===== src/shared/ism_pkg.sv =====
// constants and carriers for the input sync monitor
// How it works
// - a locked input that is not in step with the readout clock blinks its indicator.
// - a locked input that is also in step with the readout clock lights its indicator steadily.
// - the clock sync checker compares each input clock against the reference; the monitor blinks only the out-of-step locked ones.
// - each input reports no lock, lock or sync as a decoded two-bit state.
// - in follow input clock mode the sample tick comes from the chosen input instead of the internal divider.
// - the digital pass-through path delays each sample by exactly four sample periods.
// - playback samples pass a fixed extra buffer of thirty-two samples and the reported playback latency includes it.
// - a safety offset of sixteen samples is reported; nothing in the data path applies it.
// - USB transfer errors are detected and counted and the counts are presented.
// - lost USB packets do not stop the stream; the sample position is advanced over the gap at once.
package ism_pkg;
    localparam int NUM_IN = 2;
    localparam int IN_ADAT = 0;
    localparam int IN_SPDIF = 1;
    localparam int SAMPLE_W = 24;
    localparam int CNT_W = 16;
    localparam int SEQ_W = 8;
    localparam int POS_W = 32;
    localparam int WINDOW_TICKS = 256;
    localparam int LOCK_TOL = 4;
    localparam int PASS_DELAY_SAMPLES = 3;
    localparam int SAFETY_BUF_SAMPLES = 32;
    localparam int SAFETY_OFFSET_SAMPLES = 16;
    localparam int SAMPLES_PER_PKT = 8;
    localparam int INT_DIV = 8;
    localparam int SYS_CLK_HZ = 20_000_000;
    localparam int BLINK_HALF_MS = 125;
    localparam int BLINK_HALF_CYCLES = SYS_CLK_HZ / 1000 * BLINK_HALF_MS;

    typedef enum logic [1:0] {
        ISM_NO_LOCK = 2'h0,
        ISM_LOCK = 2'h1,
        ISM_SYNC = 2'h3
    } ism_state_e;

    typedef struct packed {
        logic valid;
        logic [SAMPLE_W-1:0] data;
    } ism_audio_s;

    typedef struct packed {
        logic strobe;
        logic crc_err;
        logic [SEQ_W-1:0] seq;
    } ism_usb_s;
endpackage


===== src/logic/ism_input_sync_monitor.sv =====
// input sync monitor: indicators, sample clock choice, latency paths, usb checks
`timescale 1ns/100ps
module ism_input_sync_monitor #(
    parameter int BLINK_HALF_CYCLES = ism_pkg::BLINK_HALF_CYCLES,
    parameter int INT_DIV = ism_pkg::INT_DIV
) (
    // clock and reset
    input wire logic sys_clk,
    input wire logic srst,
    // recovered input clocks and carrier detects, one bit per input
    input wire logic [ism_pkg::NUM_IN-1:0] in_clk_pin,
    input wire logic [ism_pkg::NUM_IN-1:0] in_carrier_pin,
    // clock mode
    input wire logic follow_input_clock_mode,
    input wire logic follow_sel,
    // digital pass-through audio
    input wire ism_pkg::ism_audio_s rx_audio,
    output ism_pkg::ism_audio_s tx_audio_ff,
    // playback audio and host buffer
    input wire ism_pkg::ism_audio_s play_in,
    input wire logic [15:0] host_buf_size,
    output ism_pkg::ism_audio_s play_out_ff,
    output logic [15:0] play_latency_ff,
    output logic [15:0] safety_offset_ff,
    // usb packet checks
    input wire ism_pkg::ism_usb_s usb_in,
    output logic [ism_pkg::CNT_W-1:0] usb_err_count_ff,
    output logic [ism_pkg::CNT_W-1:0] usb_pkt_count_ff,
    output logic [ism_pkg::POS_W-1:0] sample_pos_ff,
    // status
    output logic sample_tick_ff,
    output logic [ism_pkg::NUM_IN-1:0] led_ff,
    output logic [2*ism_pkg::NUM_IN-1:0] input_state_ff
);
    localparam int DIV_W = $clog2(INT_DIV + 1);
    localparam int BLK_W = $clog2(BLINK_HALF_CYCLES + 1);
    localparam int WIN_W = $clog2(ism_pkg::WINDOW_TICKS + 1);
    localparam int BUF_W = $clog2(ism_pkg::SAFETY_BUF_SAMPLES);

    logic [DIV_W-1:0] div_cnt_ff;
    logic [BLK_W-1:0] blink_cnt_ff;
    logic blink_ff;
    logic [WIN_W-1:0] win_cnt_ff;
    wire [ism_pkg::NUM_IN-1:0] edge_w;
    wire [ism_pkg::NUM_IN-1:0] nxt_led;
    wire [2*ism_pkg::NUM_IN-1:0] nxt_input_state;
    ism_pkg::ism_state_e state_w [ism_pkg::NUM_IN];
    ism_pkg::ism_audio_s pass_ff [ism_pkg::PASS_DELAY_SAMPLES];
    ism_pkg::ism_audio_s buf_mem [ism_pkg::SAFETY_BUF_SAMPLES];
    logic [BUF_W-1:0] buf_ptr_ff;
    logic [ism_pkg::SEQ_W-1:0] exp_seq_ff;

    // sample tick source
    wire int_tick = (div_cnt_ff == DIV_W'(INT_DIV - 1));
    wire ref_tick = follow_input_clock_mode ? edge_w[follow_sel] : int_tick;
    wire win_end = ref_tick && (win_cnt_ff == WIN_W'(ism_pkg::WINDOW_TICKS - 1));
    wire blink_wrap = (blink_cnt_ff == BLK_W'(BLINK_HALF_CYCLES - 1));

    // usb gap handling: missing packets still move the position on
    wire [ism_pkg::SEQ_W-1:0] gap = usb_in.seq - exp_seq_ff;
    wire [ism_pkg::POS_W-1:0] adv = (ism_pkg::POS_W'(gap) + ism_pkg::POS_W'(1))
                                    * ism_pkg::POS_W'(ism_pkg::SAMPLES_PER_PKT);
    wire usb_bad = usb_in.strobe && (usb_in.crc_err || gap != '0);

    genvar gi;
    generate
        for (gi = 0; gi < ism_pkg::NUM_IN; gi++)
        begin : g_in
            ism_clock_sync_checker u_chk (
                .sys_clk(sys_clk),
                .srst(srst),
                .clk_pin(in_clk_pin[gi]),
                .carrier_pin(in_carrier_pin[gi]),
                .win_end(win_end),
                .edge_ff(edge_w[gi]),
                .state_ff(state_w[gi])
            );
            assign nxt_led[gi] = (state_w[gi] == ism_pkg::ISM_SYNC) ||
                                 ((state_w[gi] == ism_pkg::ISM_LOCK) && blink_ff);
            assign nxt_input_state[2*gi +: 2] = state_w[gi];
            AST_SYNC_STEADY: assert property (@(posedge sys_clk) disable iff (srst)
                state_w[gi] == ism_pkg::ISM_SYNC |=> led_ff[gi])
                else $error("sync input indicator not steady");
            AST_LOCK_BLINKS: assert property (@(posedge sys_clk) disable iff (srst)
                state_w[gi] == ism_pkg::ISM_LOCK |=> led_ff[gi] == $past(blink_ff))
                else $error("locked input indicator not blinking");
            AST_NOLOCK_DARK: assert property (@(posedge sys_clk) disable iff (srst)
                state_w[gi] == ism_pkg::ISM_NO_LOCK |=> !led_ff[gi] ##1 1)
                else $error("unlocked input indicator lit");
        end
    endgenerate

    // one register for all inputs, so no output bit has two writers
    always_ff @(posedge sys_clk)
    begin
        if (srst)
        begin
            led_ff <= '0;
            input_state_ff <= '0;
        end
        else
        begin
            led_ff <= nxt_led;
            input_state_ff <= nxt_input_state;
        end
    end

    // dividers: internal rate, blink rate, measurement window
    always_ff @(posedge sys_clk)
    begin
        if (srst)
        begin
            div_cnt_ff <= '0;
            blink_cnt_ff <= '0;
            blink_ff <= 1'b0;
            win_cnt_ff <= '0;
            sample_tick_ff <= 1'b0;
        end
        else
        begin
            div_cnt_ff <= int_tick ? '0 : div_cnt_ff + DIV_W'(1);
            blink_cnt_ff <= blink_wrap ? '0 : blink_cnt_ff + BLK_W'(1);
            blink_ff <= blink_wrap ? ~blink_ff : blink_ff;
            sample_tick_ff <= ref_tick;
            if (ref_tick)
                win_cnt_ff <= win_end ? '0 : win_cnt_ff + WIN_W'(1);
        end
    end

    // pass-through: four sample periods from receive to transmit
    always_ff @(posedge sys_clk)
    begin
        if (srst)
        begin
            for (int i = 0; i < ism_pkg::PASS_DELAY_SAMPLES; i++)
                pass_ff[i] <= '0;
            tx_audio_ff <= '0;
        end
        else if (ref_tick)
        begin
            pass_ff[0] <= rx_audio;
            for (int i = 1; i < ism_pkg::PASS_DELAY_SAMPLES; i++)
                pass_ff[i] <= pass_ff[i-1];
            tx_audio_ff <= pass_ff[ism_pkg::PASS_DELAY_SAMPLES-1];
        end
    end

    // playback safety buffer; contents need no reset, only the pointer
    always_ff @(posedge sys_clk)
    begin
        if (ref_tick)
            buf_mem[buf_ptr_ff] <= play_in;
    end

    always_ff @(posedge sys_clk)
    begin
        if (srst)
        begin
            buf_ptr_ff <= '0;
            play_out_ff <= '0;
            play_latency_ff <= '0;
            safety_offset_ff <= '0;
        end
        else
        begin
            if (ref_tick)
            begin
                play_out_ff <= buf_mem[buf_ptr_ff];
                buf_ptr_ff <= buf_ptr_ff + BUF_W'(1);
            end
            play_latency_ff <= host_buf_size + 16'(ism_pkg::SAFETY_BUF_SAMPLES);
            safety_offset_ff <= 16'(ism_pkg::SAFETY_OFFSET_SAMPLES);
        end
    end

    // usb checks and drop-out recovery
    always_ff @(posedge sys_clk)
    begin
        if (srst)
        begin
            exp_seq_ff <= '0;
            usb_err_count_ff <= '0;
            usb_pkt_count_ff <= '0;
            sample_pos_ff <= '0;
        end
        else if (usb_in.strobe)
        begin
            exp_seq_ff <= usb_in.seq + ism_pkg::SEQ_W'(1);
            usb_pkt_count_ff <= usb_pkt_count_ff + ism_pkg::CNT_W'(1);
            if (usb_bad)
                usb_err_count_ff <= usb_err_count_ff + ism_pkg::CNT_W'(1);
            sample_pos_ff <= sample_pos_ff + adv;
        end
    end

    AST_FOLLOW_TICK: assert property (@(posedge sys_clk) disable iff (srst)
        follow_input_clock_mode && edge_w[follow_sel] |=> sample_tick_ff)
        else $error("follow mode tick missing");
    AST_MASTER_NO_FOLLOW: assert property (@(posedge sys_clk) disable iff (srst)
        !follow_input_clock_mode && !int_tick |=> !sample_tick_ff)
        else $error("master mode tick from wrong source");
    AST_PASS_DELAY: assert property (@(posedge sys_clk) disable iff (srst)
        ref_tick |=> tx_audio_ff == $past(pass_ff[ism_pkg::PASS_DELAY_SAMPLES-1]))
        else $error("pass-through delay wrong");
    AST_PLAY_LATENCY: assert property (@(posedge sys_clk) disable iff (srst)
        1'b1 |=> play_latency_ff ==
        16'($past(host_buf_size) + 16'(ism_pkg::SAFETY_BUF_SAMPLES)))
        else $error("playback latency missing safety buffer");
    AST_SAFETY_OFS: assert property (@(posedge sys_clk) disable iff (srst)
        $past(!srst) |-> safety_offset_ff == 16'(ism_pkg::SAFETY_OFFSET_SAMPLES))
        else $error("safety offset wrong");
    AST_ERR_COUNT: assert property (@(posedge sys_clk) disable iff (srst)
        usb_in.strobe && usb_in.crc_err |=>
        usb_err_count_ff == $past(usb_err_count_ff) + ism_pkg::CNT_W'(1))
        else $error("usb error not counted");
    AST_POS_GAP: assert property (@(posedge sys_clk) disable iff (srst)
        usb_in.strobe |=> sample_pos_ff == $past(sample_pos_ff) + $past(adv))
        else $error("sample position not corrected");
    AST_GAP_ERR: assert property (@(posedge sys_clk) disable iff (srst)
        usb_in.strobe && !usb_in.crc_err && usb_in.seq != exp_seq_ff |=>
        usb_err_count_ff == $past(usb_err_count_ff) + ism_pkg::CNT_W'(1))
        else $error("usb sequence gap not counted");
    AST_PKT_COUNT: assert property (@(posedge sys_clk) disable iff (srst)
        usb_in.strobe |=> usb_pkt_count_ff == $past(usb_pkt_count_ff) + ism_pkg::CNT_W'(1))
        else $error("usb packet not counted");
    AST_TX_HOLD: assert property (@(posedge sys_clk) disable iff (srst)
        !ref_tick |=> $stable(tx_audio_ff))
        else $error("pass-through output changed between ticks");
endmodule


===== src/logic/ism_clock_sync_checker.sv =====
// per-input clock sync checker: edge counting and lock/sync decision
`timescale 1ns/100ps
module ism_clock_sync_checker (
    // clock and reset
    input wire logic sys_clk,
    input wire logic srst,
    // input pins
    input wire logic clk_pin,
    input wire logic carrier_pin,
    // measurement window end
    input wire logic win_end,
    // results
    output logic edge_ff,
    output ism_pkg::ism_state_e state_ff
);
    logic [2:0] clk_sync_ff;
    logic [1:0] car_sync_ff;
    logic [ism_pkg::CNT_W-1:0] edge_cnt_ff;
    ism_pkg::ism_state_e nxt_state;

    wire rise = clk_sync_ff[1] & ~clk_sync_ff[2];
    wire [ism_pkg::CNT_W-1:0] ref_cnt = ism_pkg::CNT_W'(ism_pkg::WINDOW_TICKS);
    wire [ism_pkg::CNT_W-1:0] diff = (edge_cnt_ff > ref_cnt) ? edge_cnt_ff - ref_cnt
                                                             : ref_cnt - edge_cnt_ff;
    wire exact = (edge_cnt_ff == ref_cnt);
    wire in_tol = (diff <= ism_pkg::CNT_W'(ism_pkg::LOCK_TOL));

    // exact match only counts as sync; small drift stays lock
    assign nxt_state = !car_sync_ff[1] ? ism_pkg::ISM_NO_LOCK :
                       exact ? ism_pkg::ISM_SYNC :
                       in_tol ? ism_pkg::ISM_LOCK : ism_pkg::ISM_NO_LOCK;

    always_ff @(posedge sys_clk)
    begin
        if (srst)
        begin
            clk_sync_ff <= 3'h0;
            car_sync_ff <= 2'h0;
            edge_cnt_ff <= '0;
            edge_ff <= 1'b0;
            state_ff <= ism_pkg::ISM_NO_LOCK;
        end
        else
        begin
            clk_sync_ff <= {clk_sync_ff[1:0], clk_pin};
            car_sync_ff <= {car_sync_ff[0], carrier_pin};
            edge_ff <= rise;
            if (win_end)
            begin
                edge_cnt_ff <= rise ? ism_pkg::CNT_W'(1) : '0;
                state_ff <= nxt_state;
            end
            else if (rise)
                edge_cnt_ff <= edge_cnt_ff + ism_pkg::CNT_W'(1);
        end
    end

    AST_SYNC_EXACT: assert property (@(posedge sys_clk) disable iff (srst)
        win_end && car_sync_ff[1] && exact |=> state_ff == ism_pkg::ISM_SYNC)
        else $error("exact count did not give sync");
    AST_LOCK_DRIFT: assert property (@(posedge sys_clk) disable iff (srst)
        win_end && car_sync_ff[1] && in_tol && !exact |=> state_ff == ism_pkg::ISM_LOCK)
        else $error("small drift lost lock");
endmodule


===== config.mk =====
export PLATFORM = sky130hd
export DESIGN_NAME = ism_input_sync_monitor
export DESIGN_NICKNAME = d
export VERILOG_FILES = /design/src/shared/ism_pkg.sv /design/src/logic/ism_input_sync_monitor.sv /design/src/logic/ism_clock_sync_checker.sv
export SDC_FILE = /design/constraint.sdc
export NUM_CORES = 1
export LEC_CHECK = 0
export BUFFER_PORTS_ARGS = -buffer_cell sky130_fd_sc_hd__buf_2
export CAP_MARGIN = 40
export CORE_MARGIN = 2
export CORE_UTILIZATION = 55
export DETAILED_ROUTE_END_ITERATION = 16
export GPL_ROUTABILITY_DRIVEN = 0
export PLACE_DENSITY = 0.85
export SYNTH_ARGS = -nofsm -noshare
export SYNTH_HDL_FRONTEND = slang
export SYNTH_SLANG_ARGS = --single-unit

===== constraint.sdc =====
create_clock -name sys_clk -period 10.78 [get_ports sys_clk]
set_input_delay 2.695 -clock sys_clk [delete_from_list [all_inputs] [get_ports sys_clk]]
set_output_delay 2.695 -clock sys_clk [all_outputs]
set_load 0.02 [all_outputs]

==> run summary <==
Hold buffer count at cts: 0
Cts repair resizes: 0
Tot Pwr: 8.89 mW
RSZ-0062 raised after global routing: no
Tightest Pin Transition: 960 ps
Drt drc: 0
Net Sw Frac: 21.8%
Layout area overhead: 14.6%
# Post-CTS Setup Buffers: 0
Hold WC Path Type: reg2reg
P_int: 6.95 mW
Endpoint class of the critical path: register
Critical Setup Path Class: in2reg
Status: finished clean
First-pass GRT wire length: 167000 µm
Routed WL: 113000 µm
Most frequent cell after synthesis: edfxtp_1
Startpoint Class: primary input
Register bit total from synthesis: 1107
ANT nets after route: 0
Worst Setup SP: usb_in[0]
Post-route clock skew: 19.5 ps
Placed insts: 3895
Synth area leaders: edfxtp_1, mux4_2, dfxtp_1
Largest net degree at the start of global routing: 112
Detailed Routing Iterations Pass 1: 8
Commonest register cell after synthesis: edfxtp_1
Tcrit/Tclk final: 55.9%
Final core occ: 63.9%
Post-synth top area share: 59.5%
Worst min-delay path startpoint: g_in[0].u_chk.clk_sync_ff[2]
Die ar.: 82600 µm²
Final Instance Count excl. Fillers: 4096
Final Slew Violations: 0
IO buf count: 218
Cell taking the most area after synthesis: edfxtp_1
Post-DP HPWL: 65600 µm
Die height: 287 µm
Logic pwr share: 4.9%
Clk pin slew, worst setup/hold paths: 60 ps
Seq/Total Area, Yosys: 70.0%
Crit path max fanout: 10
CTS Buf Count: 104
Clock Power Share: 42.5%
TritonCTS clock tree: yes
I/O pin count: 237
Routed len/inst: 27.7 µm
Post-Syn Area: 44200 µm²
Max-cap violations: 0
Via density: 6.39
Highest Clock Rate: 166 MHz
Clock sink total: 1107
Clk buf depth: 3
Clk root buf: clkbuf_16
Final Net Count: 3080
Vias: 26200
Hold Vio Cnt, Final: 0
Asr flop ratio synth: 0%
Leakage: 17.2 nW
Initial antenna violation count: 5
Synth warn: 0
Num rows: 103
CTS H-Tree Depth: 3
Switching power: 1.94 mW
Share of post-route cells with drive strength above 1: 24.2%
Core Area: 79300 µm²
Arrival @ worst endpoint: 6580 ps
Fin crit period: 6020 ps
Setup Viol. Count Final: 0
Worst r2r src: buf_ptr_ff[0]
Die width: 287 µm
Rel. slew slack: 36.0%
Iteration-0 DRC Markers: 3466
Vias in the first global route: 26400
Post-synth cell types: 74
Grt ovf: 0
Fillcell total: 5179
Synth top cells by count: edfxtp_1, dfxtp_1, mux4_2
GRT Overall Usage: 27.5%
Sequential share of power: 52.5%
Max VDD drop: 0.153 mV
Synth Instances: 2711
Worst skew pair latency: 680 ps
CP required: 11340 ps
Starting density of the core: 55.7%
Number of synthesized flops with an enable pin: 875
Power per cell area: 176 nW/µm²
Syn Area/Cell: 16.3 µm²
Setup TNS: 0 ps
kinds of logic (layout without fill, tap and decap cells):
logic type / count (synthesis) / after routing / synth area share (%)
adder cells (fa/ha/maj): 45 / 45 / 1.31
buffers and inverters: 208 / 523 / 2.14
XOR/XNOR: 120 / 120 / 2.41
flip-flops: 1107 / 1107 / 70.0
AO/OA/AOI/OAI: 251 / 251 / 3.56
multiplexers: 282 / 282 / 12.8
other: 1 / 21 / 0.00849
AND/OR/NAND/NOR: 697 / 697 / 7.78
worst paths after layout:
| path | to | slack, ps | depth (start not counted) |
|---|---|---|---|
| max | sample_pos_ff[23] | 4760 | 19 |
| min | g_in[0].u_chk.edge_ff | 430 | 1 |
| max reg2reg | play_out_ff[6] | 6570 | 7 |
| min reg2reg | g_in[0].u_chk.edge_ff | 430 | 1 |
worst max-delay path: stages:
cell      delay (ps)
buf_2            120
inv_1             50
ha_1             160
inv_1             50
fa_1             410
a211oi_2         240
o21ai_1          110
a21oi_1          200
xnor2_1          260
nand3_1          160
nor2_1           140
xnor2_1          170
ha_1             300
a21oi_1          200
o21ai_0          170
a31oi_2          500
nor3b_1          170
nand4_1          130
mux2_1           310
metal layers:
layer	up-vias	track usage, %	routed length, µm
met4	6	12.2	5510
met5	-	0	34
met3	385	5.70	12200
met2	1782	47.3	57600
met1	13000	33.7	38100
li1	11000	-	-
per-stage QoR:
step / cell area, µm² / setup slack, ps / hold WS, ps
3_5_place_dp: 47100 / 4140 / 411
2_1_floorplan: 44200 / 4740 / 392
4_1_cts: 50600 / 4840 / 425
3_3_place_gp: 46400 / 4190 / 402
5_1_grt: 50600 / 4460 / 441
6_report: 50600 / 4760 / 427
placed cells by master, fill, tap and decap left out, types with 8 or more instances in the layout:
| cell | instances |
|---|---|
| mux2_2 | 8 |
| or3_1 | 19 |
| nor2_4 | 31 |
| mux4_2 | 224 |
| xnor2_1 | 59 |
| nor2_1 | 187 |
| o21ai_1 | 18 |
| and3_1 | 107 |
| buf_4 | 31 |
| buf_2 | 219 |
| dfxtp_1 | 228 |
| clkbuf_8 | 10 |
| conb_1 | 18 |
| a21oi_1 | 92 |
| clkinv_1 | 15 |
| nor4b_1 | 10 |
| o21a_1 | 8 |
| nand4_1 | 37 |
| xor2_1 | 59 |
| clkbuf_1 | 12 |
| nor3_1 | 25 |
| nand3_1 | 55 |
| buf_12 | 18 |
| mux2i_1 | 40 |
| clkbuf_16 | 109 |
| a211oi_1 | 16 |
| bufinv_16 | 9 |
| edfxtp_1 | 875 |
| o21ai_0 | 37 |
| nor2b_1 | 36 |
| a22oi_1 | 16 |
| clkinv_2 | 27 |
| inv_1 | 42 |
| nand2_1 | 147 |
| buf_16 | 12 |
| ha_1 | 43 |
registers in the layout (all words and copies together) (netlist names), 5 cells and up:
signal and cells:
blink_cnt_ff 22, buf_mem 800, buf_ptr_ff 5, exp_seq_ff 8, g_in.u_chk.clk_sync_ff 6, g_in.u_chk.edge_cnt_ff 32
pass_ff 75, play_latency_ff 16, play_out_ff 25, sample_pos_ff 29, tx_audio_ff 25, usb_err_count_ff 16
usb_pkt_count_ff 16, win_cnt_ff 9
power groups by stage:
| stage | combinational (mW) | sequential [mW] | clock, mW |
|---|---|---|---|
| floorplan | 0.271 | 4.78 | 0 |
| global placement | 0.409 | 4.76 | 0 |
| detailed placement | 0.431 | 4.76 | 0 |
| CTS | 0.437 | 4.67 | 3.82 |
| global route | 0.481 | 4.67 | 3.96 |
| finish | 0.437 | 4.67 | 3.78 |
layout make-up:
cell class | instances | area, µm² | area share (%)
inverter | 44 | 165 | 0.326
antenna | 3 | 7.51 | 0.0148
multi-input combinational | 1413 | 12600 | 25.0
tap | 1050 | 1310 | 2.59
clock buffer | 131 | 2910 | 5.75
clock inverter | 67 | 638 | 1.26
timing repair buffer | 281 | 2030 | 4.01
sequential | 1107 | 30900 | 61.1
Note: power is estimated with default switching activity, not from simulation.
